`src/shared/pasl_map.svh`:
```
`ifndef PASL_MAP_SVH
`define PASL_MAP_SVH

// ----------------------------------------------------------------------------
// Pin group size
// ----------------------------------------------------------------------------
`define PASL_PIN_CNT        5

// ----------------------------------------------------------------------------
// Address bit carried by each shared pin
// ----------------------------------------------------------------------------
`define PASL_BIT_ACT        0
`define PASL_BIT_COL        1
`define PASL_BIT_LINK       2
`define PASL_BIT_TX         3
`define PASL_BIT_RX         4

// ----------------------------------------------------------------------------
// Reset values and the drive-phase enable
// ----------------------------------------------------------------------------
`define PASL_RST_ADDR       5'h0_0
`define PASL_RST_PIN_OUT    5'h0_0
`define PASL_RST_PIN_OE     5'h0_0
`define PASL_ALL_OE         5'h1_F

// ----------------------------------------------------------------------------
// Timing
// ----------------------------------------------------------------------------
`define PASL_CLK_HZ         64'h0000_0000_017D_7840
`define PASL_COL_HOLD_MS    64'h0000_0000_0000_0046
`define PASL_MS_PER_S       64'h0000_0000_0000_03E8
// Longest hold rounds down to whole cycles
`define PASL_COL_HOLD_CYC   ((`PASL_COL_HOLD_MS * `PASL_CLK_HZ) / `PASL_MS_PER_S)

`endif

```
`src/shared/pasl_pkg.sv`:
```
package pasl_pkg;

  // --------------------------------------------------------------------------
  // Pin phase
  // --------------------------------------------------------------------------
  typedef enum logic {
    PASL_PH_STRAP,                // Pins are inputs, waiting to sample
    PASL_PH_DRIVE                 // Pins drive status indicators
  } pasl_phase_e;

  // --------------------------------------------------------------------------
  // Status indications, packed in address bit order
  // --------------------------------------------------------------------------
  typedef struct packed {
    logic rx;                     // Bit 4: receive activity
    logic tx;                     // Bit 3: transmit activity
    logic link;                   // Bit 2: valid link
    logic col;                    // Bit 1: stretched collision
    logic act;                    // Bit 0: receive or transmit activity
  } pasl_ind_s;

endpackage : pasl_pkg

```
`src/rtl/pasl_stretch.sv`:
```
`timescale 1ns/1ps

`include "pasl_map.svh"

// Retriggerable pulse stretcher: busy stays high for HOLD_CYC cycles
// after the last trigger.
module pasl_stretch
  import pasl_pkg::*;
#(
  parameter int unsigned HOLD_CYC = 32'(`PASL_COL_HOLD_CYC), // Hold length in cycles
  parameter int unsigned CW       = $clog2(HOLD_CYC + 1) // Counter width
) (
  input  wire logic mclk,         // Block clock
  input  wire logic arst_n,       // Asynchronous reset, active low
  input  wire logic trig,         // Event to stretch
  output logic      busy          // Stretched indication
);

  // --------------------------------------------------------------------------
  // Elaboration checks
  // --------------------------------------------------------------------------
  if (HOLD_CYC < 1) begin : g_bad_hold
    $error("pasl_stretch: HOLD_CYC must be at least one");
  end
  if (CW < $clog2(HOLD_CYC + 1)) begin : g_bad_cw
    $error("pasl_stretch: CW too narrow for HOLD_CYC");
  end

  localparam logic [CW-1:0] RELOAD = CW'(HOLD_CYC - 1); // Count after trigger
  localparam logic [CW-1:0] ZERO   = '0;                // Empty counter

  logic [CW-1:0] cnt_r;           // Remaining hold cycles
  logic [CW-1:0] cnt_nxt;         // Next count
  logic          busy_r;          // Registered busy
  logic          busy_nxt;        // Next busy
  wire           cnt_done;        // Counter has run out

  // --------------------------------------------------------------------------
  // Next-state decode
  // --------------------------------------------------------------------------
  assign cnt_done = (cnt_r == ZERO);
  // A new event reloads, so a burst keeps the indicator lit
  assign cnt_nxt  = trig ? RELOAD : (cnt_done ? ZERO : cnt_r - CW'(1));
  assign busy_nxt = trig | (busy_r & ~cnt_done);
  assign busy     = busy_r;

  // Counter and flag
  always_ff @(posedge mclk or negedge arst_n) begin
    if (!arst_n) begin
      cnt_r  <= '0;
      busy_r <= 1'b0;
    end else begin
      cnt_r  <= cnt_nxt;
      busy_r <= busy_nxt;
    end
  end
endmodule : pasl_stretch

```
`src/rtl/pasl_top.sv`:
```
`timescale 1ns/1ps

`include "pasl_map.svh"

// Summary of operation
// - Pins are inputs in reset, sampled at release
// - After sampling, all pins drive indicators
// - Software reset leaves pins and address alone
// - Asserted output level inverts the sampled level
// - Low strap gives address zero, high one
// - Pin 0: address bit 0, then activity
// - Pin 1: address bit 1, then collision
// - Collision indication held about 70 ms
// - Pin 2: address bit 2, then link
// - Pin 3: address bit 3, then transmit
// - Pin 4: address bit 4, then receive
module pasl_top
  import pasl_pkg::*;
#(
  parameter int unsigned PIN_CNT     = `PASL_PIN_CNT,      // Shared pins
  parameter int unsigned COL_HOLD_CYC = 32'(`PASL_COL_HOLD_CYC) // Collision hold, cycles
) (
  input  wire logic               mclk,            // 25 MHz block clock
  input  wire logic               arst_n,          // Power-on or hardware reset, low
  input  wire logic               sw_reset,        // Software reset request, high
  input  wire logic               link_up,         // Valid link present
  input  wire logic               tx_act,          // Transmit activity
  input  wire logic               rx_act,          // Receive activity
  input  wire logic               col_det,         // Collision detected
  input  wire logic [PIN_CNT-1:0] pin_in,          // Shared pin levels
  output logic      [PIN_CNT-1:0] pin_out,         // Shared pin drive levels
  output logic      [PIN_CNT-1:0] pin_oe,          // Shared pin drive enables, high
  output logic      [PIN_CNT-1:0] management_station_address // Sampled address
);

  // --------------------------------------------------------------------------
  // Elaboration checks
  // --------------------------------------------------------------------------
  // The indicator set is fixed at five, one per address bit
  if (PIN_CNT != `PASL_PIN_CNT) begin : g_bad_pins
    $error("pasl_top: PIN_CNT must equal the indicator count");
  end
  if (COL_HOLD_CYC < 1) begin : g_bad_hold
    $error("pasl_top: COL_HOLD_CYC must be at least one");
  end

  // --------------------------------------------------------------------------
  // Declarations
  // --------------------------------------------------------------------------
  pasl_phase_e        phase_r;        // Strap or drive phase
  pasl_phase_e        phase_nxt;      // Next phase
  logic [PIN_CNT-1:0] strap_r;        // Levels sampled at reset release
  logic [PIN_CNT-1:0] strap_nxt;      // Next sampled levels
  logic [PIN_CNT-1:0] pin_out_r;      // Registered drive levels
  logic [PIN_CNT-1:0] pin_out_nxt;    // Next drive levels
  logic [PIN_CNT-1:0] pin_oe_r;       // Registered drive enables
  logic [PIN_CNT-1:0] pin_oe_nxt;     // Next drive enables
  logic               col_busy;       // Stretched collision
  pasl_ind_s          ind;            // Live indications
  wire  [PIN_CNT-1:0] ind_vec;        // Indications as a vector
  wire                in_strap;       // Strap phase decode
  wire                in_drive;       // Drive phase decode

  // Active level of an indicator pin: the opposite of its strap level
  function automatic logic [PIN_CNT-1:0] led_level(
    input logic [PIN_CNT-1:0] strap,
    input logic [PIN_CNT-1:0] on
  );
    led_level = strap ^ on;
  endfunction : led_level

  // --------------------------------------------------------------------------
  // Collision stretcher
  // --------------------------------------------------------------------------
  // A single collision lasts microseconds, far too short to see on a lamp
  pasl_stretch #(
    .HOLD_CYC (COL_HOLD_CYC),
    .CW       ($clog2(COL_HOLD_CYC + 1))
  ) u_col_stretch (
    .mclk   (mclk),
    .arst_n (arst_n),
    .trig   (col_det),
    .busy   (col_busy)
  );

  // --------------------------------------------------------------------------
  // Indicator mapping, one per address bit
  // --------------------------------------------------------------------------
  always_comb begin
    ind      = '0;
    ind.act  = rx_act | tx_act;
    ind.col  = col_busy;
    ind.link = link_up;
    ind.tx   = tx_act;
    ind.rx   = rx_act;
  end

  assign ind_vec  = ind;
  assign in_strap = (phase_r == PASL_PH_STRAP);
  assign in_drive = (phase_r == PASL_PH_DRIVE);

  // --------------------------------------------------------------------------
  // Phase and next-value selection
  // --------------------------------------------------------------------------
  // Only the asynchronous reset returns the block to the strap phase;
  // software reset is deliberately not a term here
  always_comb begin
    phase_nxt   = phase_r;
    strap_nxt   = strap_r;
    pin_out_nxt = pin_out_r;
    pin_oe_nxt  = pin_oe_r;
    case (phase_r)
      PASL_PH_STRAP: begin
        // First edge after release: sample, then start driving
        phase_nxt   = PASL_PH_DRIVE;
        strap_nxt   = pin_in;
        pin_out_nxt = pin_in;
        pin_oe_nxt  = `PASL_ALL_OE;
      end
      PASL_PH_DRIVE: begin
        // Address frozen; outputs follow the indications
        pin_out_nxt = led_level(strap_r, ind_vec);
        pin_oe_nxt  = `PASL_ALL_OE;
      end
      default: begin
        // Unreachable encoding: fall back to sampling safely
        phase_nxt   = PASL_PH_STRAP;
        pin_oe_nxt  = `PASL_RST_PIN_OE;
      end
    endcase
  end

  // --------------------------------------------------------------------------
  // State registers
  // --------------------------------------------------------------------------
  // Pins stay undriven throughout reset so the straps can be read
  always_ff @(posedge mclk or negedge arst_n) begin
    if (!arst_n) begin
      phase_r   <= PASL_PH_STRAP;
      pin_oe_r  <= `PASL_RST_PIN_OE;
      pin_out_r <= `PASL_RST_PIN_OUT;
    end else begin
      phase_r   <= phase_nxt;
      pin_oe_r  <= pin_oe_nxt;
      pin_out_r <= pin_out_nxt;
    end
  end

  // Address register, changed only on the sampling edge
  always_ff @(posedge mclk or negedge arst_n) begin
    if (!arst_n) begin
      strap_r <= `PASL_RST_ADDR;
    end else begin
      strap_r <= strap_nxt;
    end
  end

  // --------------------------------------------------------------------------
  // Outputs, straight from flip-flops
  // --------------------------------------------------------------------------
  assign pin_out                    = pin_out_r;
  assign pin_oe                     = pin_oe_r;
  assign management_station_address = strap_r;
endmodule : pasl_top

```
`config.mk`:
```
export PLATFORM = sky130hd
export DESIGN_NAME = pasl_top
export DESIGN_NICKNAME = d
export VERILOG_FILES = /design/src/shared/pasl_pkg.sv /design/src/rtl/pasl_stretch.sv /design/src/rtl/pasl_top.sv
export VERILOG_INCLUDE_DIRS = /design/src /design/src/shared
export SDC_FILE = /design/constraint.sdc
export NUM_CORES = 1
export LEC_CHECK = 0
export ABC_CLOCK_PERIOD_IN_PS = 3500
export BUFFER_PORTS_ARGS = -buffer_cell sky130_fd_sc_hd__buf_2
export CORE_UTILIZATION = 55
export DETAILED_ROUTE_END_ITERATION = 6
export PLACE_DENSITY = 0.78
export SYNTH_ARGS = -nofsm -noshare
export SYNTH_HDL_FRONTEND = slang
export SYNTH_SLANG_ARGS = --single-unit
```
`constraint.sdc`:
```
create_clock -name mclk -period 3.5 [get_ports mclk]
set_input_delay 0.525 -clock mclk [delete_from_list [all_inputs] [get_ports mclk]]
set_output_delay 0.525 -clock mclk [all_outputs]
set_load 0.02 [all_outputs]
```
======== Word-level counts from Yosys, hierarchy flattened ========
Cells that the tools add are included.
storage, ports and cells
  bits in writable memories ............... 0
  output and inout port bits .............. 15
  bits of input ports ..................... 12
  register bits after elaboration ......... 34
  bits in latches ......................... 0
  bits in read-only memories .............. 0
  memories kept ........................... 0
operators by class
  shift operators ......................... 0
  bitwise operators ....................... 6
  multiply operators ...................... 0
  eq/ne operators ......................... 0
  reductions and logical operators ........ 1
  div/mod/pow operators ................... 0
  add/sub/neg operators ................... 1
  order comparisons ....................... 0
  multiplexer cells ....................... 3
operators with widths
  operator                                            count
  two-way mux 21 bit                                  2
  logical NOT 21 bit                                  1
  subtractor 21 x 1 -> 21 bit, second input constant  1
  one-hot mux 5 bit (2 select lines)                  1
  bitwise XOR 5 bit                                   1
  NOT 1 bit                                           2
  OR 1 bit                                            2
  bitwise AND 1 bit                                   1

======== Logic depth before layout (Yosys ltp) ========
Gate-level depths: netlist of run 1.
  word-level depth ........................ 4
  depth in mapped cells ................... 7
  depth with buffers taken out ............ 6

======== Hierarchy ========
Synthesis of run 1 repeated with hierarchy kept, for this count alone.
second synthesis, totals
  cell total of the unflattened synthesis .. 154
  area total of the unflattened synthesis .. 1634.1 µm²
modules (own cells, without submodules)
  module        cells each  area each (µm²)  times used
  pasl_stretch  114         1158.6           1
  pasl_top      40          475.5            1

======== Least setup slack after synthesis of run 1 ========
No wires, ideal clock.
  path kind ............................... register -> register
  start point ............................. reg u_col_stretch.cnt_r[0]
  end point ............................... reg u_col_stretch.cnt_r[16]
  buffers on the path ..................... 0
  data arrival time ....................... 1.711 ns
  stages on the path, launching flop included .. 7
  period minus slack after synthesis ...... 1.790 ns
  required time ........................... 3.420 ns
  setup slack ............................. 1.710 ns
  path through ............................ dfrtp_1 -> inv_1 -> ha_1 -> nor3b_1 -> nand3_1 -> or4_1 -> a21oi_1
on the way
  word-level cells in the longest chain between the ends .. 3
  elaborated cells on any way between the ends .. 4
  those cells by class .................... 1 x add/sub; 2 x mux; 1 x reduce/logical
RTL lines
  what                                                                      line                                    RTL
  from (decl)                                                               pasl_stretch.sv:32                      logic [CW-1:0] cnt_r;
  from (signal assigned)                                                    pasl_stretch.sv:53                      cnt_r <= cnt_nxt;
  subtractor 21 x 1 -> 21 bit / logical NOT 21 bit (equally long branches)  pasl_stretch.sv:43, pasl_stretch.sv:41
  two-way mux 21 bit * (2 in series)                                        pasl_stretch.sv:43                      assign cnt_nxt = trig ? RELOAD : (cnt_done ? ZERO : cnt_r - CW'(1));
  net u_col_stretch.cnt_nxt[16]                                             pasl_stretch.sv:33                      logic [CW-1:0] cnt_nxt;
Mark *: on every way through the listed nets, which the timed path passes. The rest lies on a longest branch.
A chain may end at the register's enable or synchronous reset.

======== Final worst setup path of run 1 ========
  start point ............................. reg u_col_stretch.cnt_r[0]
  end point ............................... reg u_col_stretch.cnt_r[12]
Same word-level chain as after synthesis.

==> impl_results.md, run 1 <==
- Status: finished, final reports clean
- Clock transition at the registers of the reported paths: ~0.10 ns
- RSZ-0062 raised after global routing: false
- Final slew viol count: 0
- Post-detailed-route wirelength per cell: 14.83 um
- TritonCTS clock tree: yes
- Internal Dissipation: ~520 uW
- Post-route DRC: 0
- Routability cong.: roughly 0.9
- Sw Share: 0.2551
- Die Area: around 3200 um^2
- Die extent in x: around 56 um
- Fraction of power consumed by sequential logic: 0.583
- Via-per-instance ratio: 6.000
- Clk_skew: about 0.012 ns
- Worst Path Required: between 3 and 4 ns
- Number of setup buffers added after CTS: 0
- Number of buffers added by the clock tree synthesis step: 5
- Area growth from synthesis to final layout: 9.900%
- Average cell area after synthesis: about 10 um^2
- Synth Register Bits: 33
- Post-CTS Resized: 0
- Number of hold violations in the final report: 0
- Worst R2R Setup Slack: 1.02 ns
- Cells after Synth: between 150 and 200
- Cells on worst reg2reg path: 6
- Number of flops mapped to enable cells by yosys: 0
- Final setup violation count: 0
- Startpoint type of the worst setup path: register
- Final critical path time including I/O delays and setup: around 2.5 ns
- Vias post-DR: 1248
- Core area: 2781 um^2
- Post-synthesis async set-or-reset flop share: 1.000
- Total power divided by cell area: just under 400 nW/um^2
- HPWL after detailed placement: 2175 um
- Die height: roughly 56 um
- Share of the synthesized area in the top cell type: 0.5104
- Clock latency of the later-clocked register in the worst-skew pair: 0.32 ns
- Number of clock sinks: 33
- Commonest cells post-synth: dfrtp_1 (33), nor2_1 (18), o21ai_0 (16)
- Share of total power in the clock network: 0.302
- Element type at the critical path end: register
- Layout cells sized above 1: 0.2373
- Min-Delay Path Class: in -> async
- # IOs: 27
- Critical path endpoint: u_col_stretch.cnt_r[12]
- Worst voltage drop across the vdd grid: between 0.3 and 0.4 mV
- Cell count after placement: roughly 200
- Number of antenna violations at the first check in global routing: 0
- Antenna viol nets, final: 0
- Cell area after technology mapping: about 1600 um^2
- Remaining global-route overflow: 0
- Post-route standard cell area excluding fillers: 1778 um^2
- GR Util All Layers: 0.2124
- Number of global-route vias before repair: ~1100
- Worst Path Max Fanout: 14
- Reg2reg start: u_col_stretch.cnt_r[0]
- Rows: 19
- Routed wire length: 3084 um
- Count of cell types in the netlist: 35
- Lkg Pwr: slightly below 0.0007 uW
- Cell type with the largest total area after synthesis: dfrtp_1
- Maximum number of pins on one net before global-route repair: 34
- Worst Tran Pin Value: between 0.8 and 0.9 ns
- Reported net switching power: approximately 180 uW
- Classification of the worst setup path: reg -> reg
- CTS Buffer Depth: 2
- Worst max-slew margin expressed relative to the limit: 0.4170
- Sum of negative setup slack: 0 ns
- Count of synthesis-stage warnings from yosys: 0
- Tightest hold margin: 0.2373 ns
- Total placed instance area: 1723 um^2
- Arr. time, crit path: roughly 2.6 ns
- Top area cells in the synthesized netlist: dfrtp_1 (51%), xnor2_1 (7.6%), o21ai_0 (4.9%)
- Number of detailed-route iterations in the first pass: 4
- Fraction of the yosys area taken by sequential cells: 0.5104
- End of the worst register-to-register path: u_col_stretch.cnt_r[12]
- Starting density of the core: 0.5816
- Most frequent cell after synthesis: dfrtp_1
- Fraction of the cycle the final worst path needs: 0.7083
- Fillers: 231
- Syn nets: 169
- Proportion of power drawn by combinational gates: 0.115
- Drt initial violations: 53
- Layout net count: 191
- Antenna cells: 0
- Fmax: between 400 and 500 MHz
- CTS Hold Bufs: 0
- Top FF cell, synth: dfrtp_1
- IO buf count: 25
- # Max-Cap Violations: 0
- Start point of the critical path: u_col_stretch.cnt_r[0]
- Root buffer cell: clkbuf_4
- Clock H-tree levels: 2
- First-pass GRT wire length: approximately 5000 um
- Final Non-Filler Cells: roughly 210
==> layer usage <==
metal	GRT usage	routed length, um	vias up	part of all wire
met5	0	0	-	0
met4	0.09059	61	0	0.020
met3	0.05814	178	9	0.058
met2	0.3418	1511	36	0.49
met1	0.2703	1333	608	0.43
li1	-	-	595	-
==> worst max-delay path, stage by stage, from the launching register on <==
cell and delay [ns]:
dfrtp_1 0.43, inv_1 0.10, ha_1 0.14, nor4b_1 0.46, nand3_1 0.19, nor2_1 0.71, o21ai_0 0.26
==> power by group through the flow <==
stage	sequential [uW]	clock (uW)	combinational (uW)
6_report	409	212	80.4
5_1_grt	411	236	87.1
4_1_cts	409	220	81.3
3_5_place_dp	417	0	81.0
3_3_place_gp	416	0	78.3
2_1_floorplan	430	0	36.2
==> cell type report <==
type | instances | area (um^2) | area share
clock buffers | 7 | 55.05 | 0.03096
well taps | 31 | 38.79 | 0.02182
multi-input cells | 108 | 718.2 | 0.4039
flip-flops and latches | 33 | 825.8 | 0.4645
repair buffers | 25 | 125.1 | 0.07037
inverters | 4 | 15.01 | 0.008445
==> cell usage in the layout, fill, tap and decap left out, types with 2 or more instances in the layout <==
master and count:
nor3_1 8, nor4_1 3, dfrtp_1 33, buf_2 25, or3_1 3, nor2_1 18, o21ai_0 16, nand3_1 6
xor2_1 2, or4_1 5, nand4_1 2, clkbuf_4 5, nand2_1 2, ha_1 2, mux2_2 6, inv_1 4
a21oi_1 5, xnor2_1 14
==> logic make-up (layout without fill, tap and decap cells) <==
group	after synthesis	count (layout)	synth area share
compound gates	29	29	0.1083
xor+xnor	16	16	0.08662
fa+ha+maj	2	2	0.01547
buf+inv	14	36	0.04563
flops	33	33	0.5104
mux	6	6	0.04176
other cells	1	1	0.002318
simple gates	54	54	0.1895
==> worst min path at each step <==
stage	from	endpoint	slack, ns	depth (start not counted)
after floorplan	arst_n	management_station_address[0]	0.23	0
after global placement	u_col_stretch.cnt_r[19]	u_col_stretch.cnt_r[19]	0.52	2
after detailed placement	u_col_stretch.cnt_r[19]	u_col_stretch.cnt_r[19]	0.53	2
after CTS	arst_n	u_col_stretch.cnt_r[5]	0.26	1
after global routing	arst_n	u_col_stretch.cnt_r[5]	0.30	1
final	arst_n	u_col_stretch.cnt_r[5]	0.24	1
==> metrics by stage <==
| stage | worst slack [ns] | utilization | power [uW] |
|---|---|---|---|
| 2_1_floorplan | 1.710 | - | 466.7 |
| 3_3_place_gp | 1.249 | 0.6194 | 493.9 |
| 3_5_place_dp | 1.144 | 0.6194 | 497.8 |
| 4_1_cts | 1.116 | 0.6392 | 710.0 |
| 5_1_grt | 0.9101 | 0.6392 | 734.1 |
| 6_report | 1.021 | 0.6392 | 702.2 |
==> sequential cells by signal, indices dropped and copies added, names as in the netlist <==
| signal | cells |
|---|---|
| u_col_stretch.busy | 1 |
| pin_oe | 1 |
| u_col_stretch.cnt_r | 21 |
| pin_out | 5 |
| management_station_address | 5 |
Note: power is estimated with default switching activity, not from simulation.
==> inputs of run 2 (changes only) <==
--- a/config.mk
+++ b/config.mk
@@ -6,11 +6,12 @@
 export SDC_FILE = /design/constraint.sdc
 export NUM_CORES = 1
 export LEC_CHECK = 0
-export ABC_CLOCK_PERIOD_IN_PS = 3500
+export ABC_AREA = 1
+export ABC_CLOCK_PERIOD_IN_PS = 2400
 export BUFFER_PORTS_ARGS = -buffer_cell sky130_fd_sc_hd__buf_2
 export CORE_UTILIZATION = 55
 export DETAILED_ROUTE_END_ITERATION = 6
-export PLACE_DENSITY = 0.78
+export PLACE_DENSITY = 0.77
 export SYNTH_ARGS = -nofsm -noshare
 export SYNTH_HDL_FRONTEND = slang
 export SYNTH_SLANG_ARGS = --single-unit
==> constraint.sdc (replaced) <==
create_clock -name mclk -period 2.4 [get_ports mclk]
set_input_delay 0.36 -clock mclk [delete_from_list [all_inputs] [get_ports mclk]]
set_output_delay 0.36 -clock mclk [all_outputs]
set_load 0.02 [all_outputs]
==> run 2 against run 1 <==
First-iteration DRC count increased by 19%; wire length increased by 6.2%; sequential power increased by 45%; critical path type unchanged; global-route usage increased by 1.4 points; die area increased by 9.6%.
==> impl_results.md, run 2 <==
- Number of cells on the critical path: 6 (unchanged)
- Antenna viol nets, final: 0 (unchanged)
- Total power divided by cell area: 567.5 nW/um^2 (+44%)
- Classification of the worst setup path: reg -> reg
- Largest family of logic cells by synthesized area: simple AND/OR/NAND/NOR gates
- Most frequent cell on the critical path: nor2_4
- Leading cell type in the layout, fill and taps excluded: nand2_1
- CTS Hold Bufs: 0 (unchanged)
- Share of the synthesized area in the top cell type: 0.4641 (-0.04631)
- Fraction of the cycle the final worst path needs: 0.6842 (-0.02414)
- Final Non-Filler Cells: 293 (+41%)
- IO buf count: 25 (unchanged)
- Worst voltage drop across the vdd grid: 0.5137 mV (+45%)
- Routability cong.: 0.7865 (-10%)
- Drt initial violations: 63 (+19%)
- Layout net count: 262 (+37%)
- Start point of the critical path: u_col_stretch.cnt_r[9]
- Sequential Area: 825.8 um^2 (unchanged)
- Reg2reg start: u_col_stretch.cnt_r[9]
- Starting density of the core: 0.5828 (+0.001140)
- Number of clock sinks: 33 (unchanged)
- Fillers: 278 (+20%)
- Final slew viol count: 0 (unchanged)
- CTS Buffer Depth: 2 (unchanged)
- Commonest cells post-synth: nand2_1 (72), dfrtp_1 (33), nor2_1 (32)
- Clock H-tree levels: 2 (unchanged)
- Min-Delay Path Class: in -> async
- Combined area of the multi-input logic cells: 828.3 um^2 (+15%)
- Post-route standard cell area excluding fillers: 1993 um^2 (+12%)
- Area growth from synthesis to final layout: 12.03%
- # Max-Cap Violations: 0 (unchanged)
- Cell type with the largest total area after synthesis: dfrtp_1
- Multiplexer share of the synthesized area: 0 (-0.04176)
- Rows: 20 (+1)
- Worst Path Required: 2.63 ns (-1.02 ns)
- Top area cells in the synthesized netlist: dfrtp_1 (46%), nand2_1 (15%), nor2_1 (6.8%)
- Cell area after technology mapping: 1779 um^2 (+10%)
- Via-per-instance ratio: 4.829 (-20%)
- Average cell area after synthesis: 7.979 um^2 (-24%)
- Worst max-slew margin expressed relative to the limit: 0.5237 (+0.1067)
- Root buffer cell: clkbuf_4
- HPWL after detailed placement: 2399 um (+10%)
- Final critical path time including I/O delays and setup: 1.642 ns (-0.8371 ns)
- Die extent in x: 58.88 um (+4.7%)
- Fmax: 609.0 MHz (+51%)
- Number of buffers added by the clock tree synthesis step: 5 (unchanged)
- Crit-path max cell delay: 0.45 ns (-0.26 ns)
- Number of detailed-route iterations in the first pass: 6 (+2)
- Cell count after placement: 285 (+42%)
- Routed wire length: 3275 um (+6.2%)
- Total placed instance area: 1909 um^2 (+11%)
- Count of synthesis-stage warnings from yosys: 0 (unchanged)
- Number of global-route vias before repair: 1311 (+15%)
- Count of cell types in the netlist: 24 (-31%)
- Antenna cells: 0 (unchanged)
- Synthesized-area fraction occupied by ao, oa, aoi and oai cells: 0.03165 (-0.07663)
- Layout cells sized above 1: 0.2249 (-0.01239)
- Final setup violation count: 0 (unchanged)
- # IOs: 27 (unchanged)
- Synth Register Bits: 33 (unchanged)
- Syn nets: 237 (+40%)
- Number of hold violations in the final report: 0 (unchanged)
- Fraction of synthesized cell area in xor and xnor cells: 0.05907 (-0.02755)
- Worst Tran Pin Value: 0.7145 ns (-0.1568 ns)
- Number of setup buffers added after CTS: 0 (unchanged)
- Post-synthesis simple-gate area fraction: 0.3586 (+0.1692)
- Post-CTS Resized: 0 (unchanged)
- Max reg flops: 21 (unchanged)
- Commonest non-fill, non-tap cells in the layout: nand2_1 (72), dfrtp_1 (33), nor2_1 (32)
- Cells after Synth: 223 (+44%)
- Lkg Pwr: 0.0009741 uW (+41%)
- Status: finished, final reports clean
- Fraction of the yosys area taken by sequential cells: 0.4641 (-0.04631)
- RSZ-0062 raised after global routing: false
- Post-synthesis async set-or-reset flop share: 1.000 (unchanged)
- First-pass GRT wire length: 5658 um (+13%)
- Clock latency of the later-clocked register in the worst-skew pair: 0.35 ns (+0.03 ns)
- Most frequent cell after synthesis: nand2_1
- Maximum number of pins on one net before global-route repair: 34 (unchanged)
- Clk_skew: 0.008601 ns (-0.003248 ns)
- Post-detailed-route wirelength per cell: 11.18 um (-25%)
- TritonCTS clock tree: yes
- Clock transition at the registers of the reported paths: 0.11 ns (about the same)
- Core area: 3053 um^2 (+9.8%)
- Die Area: 3466 um^2 (+9.6%)
- Master of the slowest instance on the critical path: dfrtp_1
- Worst Path Max Fanout: 11 (-3)
- Die height: 58.88 um (+4.7%)
- Cells on worst reg2reg path: 6 (unchanged)
- Sum of negative setup slack: 0 ns (unchanged)
- Element type at the critical path end: register
- GR Util All Layers: 0.2267 (+0.01426)
- Largest register by flop count: u_col_stretch.cnt_r
- Top FF cell, synth: dfrtp_1
- Remaining global-route overflow: 0 (unchanged)
- Vias post-DR: 1415 (+13%)
- Post-route DRC: 0 (unchanged)
- Number of flops mapped to enable cells by yosys: 0 (unchanged)
- Buffering stage count on the worst path with inverters included: 0 (-1)
- Series of cell instances along the critical path: nor2_4 > nand2_2 > nor2_4 > nand3_2 > nand2_1 > nor2_1
- Startpoint type of the worst setup path: register
- Number of antenna violations at the first check in global routing: 0 (unchanged)
- Post-synthesis adder-cell area fraction: 0.01406 (-0.001403)
- Arr. time, crit path: 1.87 ns (-0.76 ns)
- Family with the most delay on the worst path: simple AND/OR/NAND/NOR gates
-- run 2: logic make-up after synthesis --
group,after synthesis
AOI/OAI and AO/OA,11
xor gates and xnor gates,12
adders and majority gates,2
buffers and inverters,26
DFF,33
other,1
and+or+nand+nor,138
-- run 2: power by group --
| part | leakage (uW) | switching [uW] | internal [uW] | total [uW] |
|---|---|---|---|---|
| registers | 0.000359 | 14.5 | 577 | 592 |
| logic | 0.000574 | 74.7 | 36.7 | 111 |
| clock network | 0.0000414 | 208 | 220 | 428 |
-- run 2: final timing paths --
check	endpoint	slack (ns)
setup reg to reg	u_col_stretch.cnt_r[10]	0.76
setup / recovery	u_col_stretch.cnt_r[10]	0.76
hold reg to reg	pin_out[0]	0.47
hold / removal	u_col_stretch.cnt_r[16]	0.05
max in group asynchronous	pin_oe[0]	1.89
min in group mclk	management_station_address[1]	0.22
-- run 2: cell type report --
cell class	instances	area share
Multi-Input combinational cell	164	0.4156
Sequential cell	33	0.4143
Timing Repair Buffer	26	0.06654
Inverter	18	0.03390
Tap cell	44	0.02762
Clock inverter	3	0.02323
Clock buffer	5	0.01883
-- run 2: through the flow --
step | worst slack (ns) | hold slack, ns | power [uW] | util
global route | 0.6053 | 0.1055 | 1182 | 0.6529
floorplan | 1.130 | 0.06441 | 671.2 | -
global placement | 0.7615 | 0.4571 | 713.3 | 0.6254
detailed placement | 0.7526 | 0.4614 | 715.9 | 0.6254
CTS | 0.7304 | 0.07865 | 1139 | 0.6529
finish | 0.7580 | 0.05087 | 1131 | 0.6529
-- run 2: layer usage --
layer / wire (um) / global-route usage / vias up
met5: 0 / 0 / -
met4: 63 / 0.1054 / 0
met3: 124 / 0.06593 / 6
met2: 1580 / 0.3847 / 26
met1: 1506 / 0.2632 / 648
li1: - / - / 735
==> inputs of run 3 (changes only) <==
--- a/config.mk
+++ b/config.mk
@@ -7,11 +7,11 @@
 export NUM_CORES = 1
 export LEC_CHECK = 0
 export ABC_AREA = 1
-export ABC_CLOCK_PERIOD_IN_PS = 2400
+export ABC_CLOCK_PERIOD_IN_PS = 1450
 export BUFFER_PORTS_ARGS = -buffer_cell sky130_fd_sc_hd__buf_2
-export CORE_UTILIZATION = 55
+export CORE_UTILIZATION = 50
 export DETAILED_ROUTE_END_ITERATION = 6
-export PLACE_DENSITY = 0.77
+export PLACE_DENSITY = 0.74
 export SYNTH_ARGS = -nofsm -noshare
 export SYNTH_HDL_FRONTEND = slang
 export SYNTH_SLANG_ARGS = --single-unit
==> constraint.sdc (replaced) <==
create_clock -name mclk -period 1.45 [get_ports mclk]
set_input_delay 0.2175 -clock mclk [delete_from_list [all_inputs] [get_ports mclk]]
set_output_delay 0.2175 -clock mclk [all_outputs]
set_load 0.02 [all_outputs]
==> run 3 against run 2 <==
Die area up 9.6%; critical endpoint is now u_col_stretch.cnt_r[16]; largest cell class unchanged; highest routed layer unchanged; clock power up 37%; combinational power up 77%; setup slack worse by 0.69 ns; global-route usage down 1.0 points; via count up 4.0%; count of clock-buffer cells in the layout up 2; largest power group unchanged; design area up 6.2%; total power up 56%.
==> impl_results.md, run 3 (synthesized netlist as in run 2, its figures left out) <==
- Lkg Pwr: 0.001045 uW (+7.3%)
- HPWL after detailed placement: 2571 um (+7.2%)
- Max reg flops: 21 (unchanged)
- Master of the slowest instance on the critical path: dfrtp_1
- Die Area: 3801 um^2 (+9.6%)
- Element type at the critical path end: register
- Via-per-instance ratio: 4.779 (-1.0%)
- Cells on worst reg2reg path: 7 (+1)
- Hold Path Sink: management_station_address[2]
- Clk_skew: 0.01684 ns (+0.008234 ns)
- Number of clock sinks: 33 (unchanged)
- Final critical path time including I/O delays and setup: 1.378 ns (-0.2636 ns)
- Clock transition at the registers of the reported paths: 0.10 ns (about the same)
- TritonCTS clock tree: yes
- Die height: 61.65 um (+4.7%)
- Final slew viol count: 0 (unchanged)
- Core area: 3363 um^2 (+10%)
- Dpl ws: 0.006890 ns (-0.7457 ns)
- Crit-path max cell delay: 0.38 ns (-0.07 ns)
- Drt initial violations: 101 (+60%)
- Buffering stage count on the worst path with inverters included: 1 (+1)
- Fmax: 725.4 MHz (+19%)
- Worst R2R Setup Slack: 0.07 ns (-0.69 ns)
- # Max-Cap Violations: 0 (unchanged)
- Root buffer cell: clkbuf_4
- RSZ-0062 raised after global routing: true
- Antenna cells: 0 (unchanged)
- Least setup slack across all paths after layout: 0.07153 ns (-0.6864 ns)
- Worst Path Max Fanout: 6 (-5)
- Die extent in x: 61.65 um (+4.7%)
- Final setup violation count: 0 (unchanged)
- Post-detailed-route wirelength per cell: 11.54 um (+3.3%)
- Family with the most delay on the worst path: simple AND/OR/NAND/NOR gates
- Critical hold path startpoint: pin_in[2]
- Routability cong.: 0.7898 (+0.42%)
- Startpoint type of the worst setup path: register
- First-pass GRT wire length: 5844 um (+3.3%)
- Reg2reg start: u_col_stretch.cnt_r[0]
- Number of buffers added by the clock tree synthesis step: 5 (unchanged)
- IO buf count: 25 (unchanged)
- Classification of the worst setup path: reg -> reg
- Starting density of the core: 0.5290 (-0.05377)
- Remaining global-route overflow: 0 (unchanged)
- Number of cells on the critical path: 7 (+1)
- End of the worst register-to-register path: u_col_stretch.cnt_r[16]
- Final core area utilization: 0.6291 (-0.02378)
- GR Util All Layers: 0.2167 (-0.009973)
- Vias post-DR: 1472 (+4.0%)
- Routed wire length: 3555 um (+8.5%)
- Number of detailed-route iterations in the first pass: 4 (-2)
- Leading cell type in the layout, fill and taps excluded: nand2_1
- Min-Delay Path Class: in -> reg
- Layout cells sized above 1: 0.2977 (+0.07281)
- Worst voltage drop across the vdd grid: 0.6831 mV (+33%)
- Total power divided by cell area: 831.9 nW/um^2 (+47%)
- Number of antenna violations at the first check in global routing: 0 (unchanged)
- Arr. time, crit path: 1.60 ns (-0.27 ns)
- Largest register by flop count: u_col_stretch.cnt_r
- Fillers: 332 (+19%)
- Sum of negative setup slack: 0 ns (unchanged)
- Clock latency of the later-clocked register in the worst-skew pair: 0.34 ns (about the same)
- Cell depth of the worst hold path: 3
- Clock H-tree levels: 2 (unchanged)
- Worst Path Required: 1.67 ns (-0.96 ns)
- Number of global-route vias before repair: 1367 (+4.3%)
- Commonest non-fill, non-tap cells in the layout: nand2_1 (69), dfrtp_1 (33), nor2_1 (28)
- Fraction of the cycle the final worst path needs: 0.9507 (+0.2665)
- Rows: 21 (+5.0%)
- Status: finished, final reports clean
- Post-route DRC: 0 (unchanged)
- Layout net count: 275 (+5.0%)
- Antenna viol nets, final: 0 (unchanged)
- # IOs: 27 (unchanged)
- Series of cell instances along the critical path: inv_2 > ha_2 > nand2_4 > nor2_4 > nand2_1 > xor2_1 > nor2_1
- Maximum number of pins on one net before global-route repair: 34 (unchanged)
- Area growth from synthesis to final layout: 18.92%
- CTS Buffer Depth: 2 (unchanged)
- Number of hold violations in the final report: 0 (unchanged)
==> run 3: report_power, final <==
group	leakage (uW)	internal [uW]	switching (uW)
clock network	0.0000413	281	307
registers	0.000359	955	19.8
logic	0.000645	68.8	128
total	0.00105	1300	455
==> run 3: metrics by stage <==
step	hold WS [ns]	instances	total power [uW]	area (um^2)
2_1_floorplan	-0.07809	223	1111	1779
3_3_place_gp	0.2685	296	1186	1979
3_5_place_dp	0.2684	296	1189	1979
4_1_cts	0.07337	305	1791	2059
5_1_grt	0.08387	308	1870	2116
6_report	0.09585	308	1760	2116
==> run 3: tightest hold or removal path, stage by stage <==
cell	delay, ns
buf_2	0.07
nand2_1	0.05
nand2_1	0.05
==> run 3: per-layer routing <==
metal	global-route usage	routed length, um	part of all wire
met5	0	0	0
met4	0.08571	52	0.015
met2	0.3625	1754	0.49
met1	0.2613	1584	0.45
met3	0.06513	163	0.046
==> run 3: area by class of cell <==
class / instances / area, um^2 / area share
clock buffer: 7 / 65.06 / 0.03075
clock inverter: 1 / 5.005 / 0.002365
inverter: 18 / 67.56 / 0.03193
multi-input combinational: 165 / 869.6 / 0.4110
sequential: 33 / 825.8 / 0.3903
tap: 46 / 57.56 / 0.02720
timing repair buffer: 38 / 225.2 / 0.1064
==> run 3: worst max-delay path by stage <==
stage,end,slack [ns],startpoint
floorplan,u_col_stretch.cnt_r[10],0.18,u_col_stretch.cnt_r[0]
global placement,u_col_stretch.cnt_r[10],0.06,u_col_stretch.cnt_r[7]
detailed placement,u_col_stretch.cnt_r[16],0.007,u_col_stretch.cnt_r[0]
CTS,u_col_stretch.cnt_r[16],0.02,u_col_stretch.cnt_r[0]
global route,u_col_stretch.cnt_r[15],-0.04,u_col_stretch.cnt_r[13]
finish,u_col_stretch.cnt_r[16],0.07,u_col_stretch.cnt_r[0]
==> run 3: timing repair <==
| action | 4_1_cts | 5_1_grt |
|---|---|---|
| gates cloned | 0 | 1 |
| setup endpoints to repair | 1 | 22 |
| pin swaps | 1 | 6 |
| setup buffers | 0 | 2 |
| resized for setup | 0 | 12 |
| hold endpoints to repair | 33 | 0 |
| hold buffers | 1 | 0 |
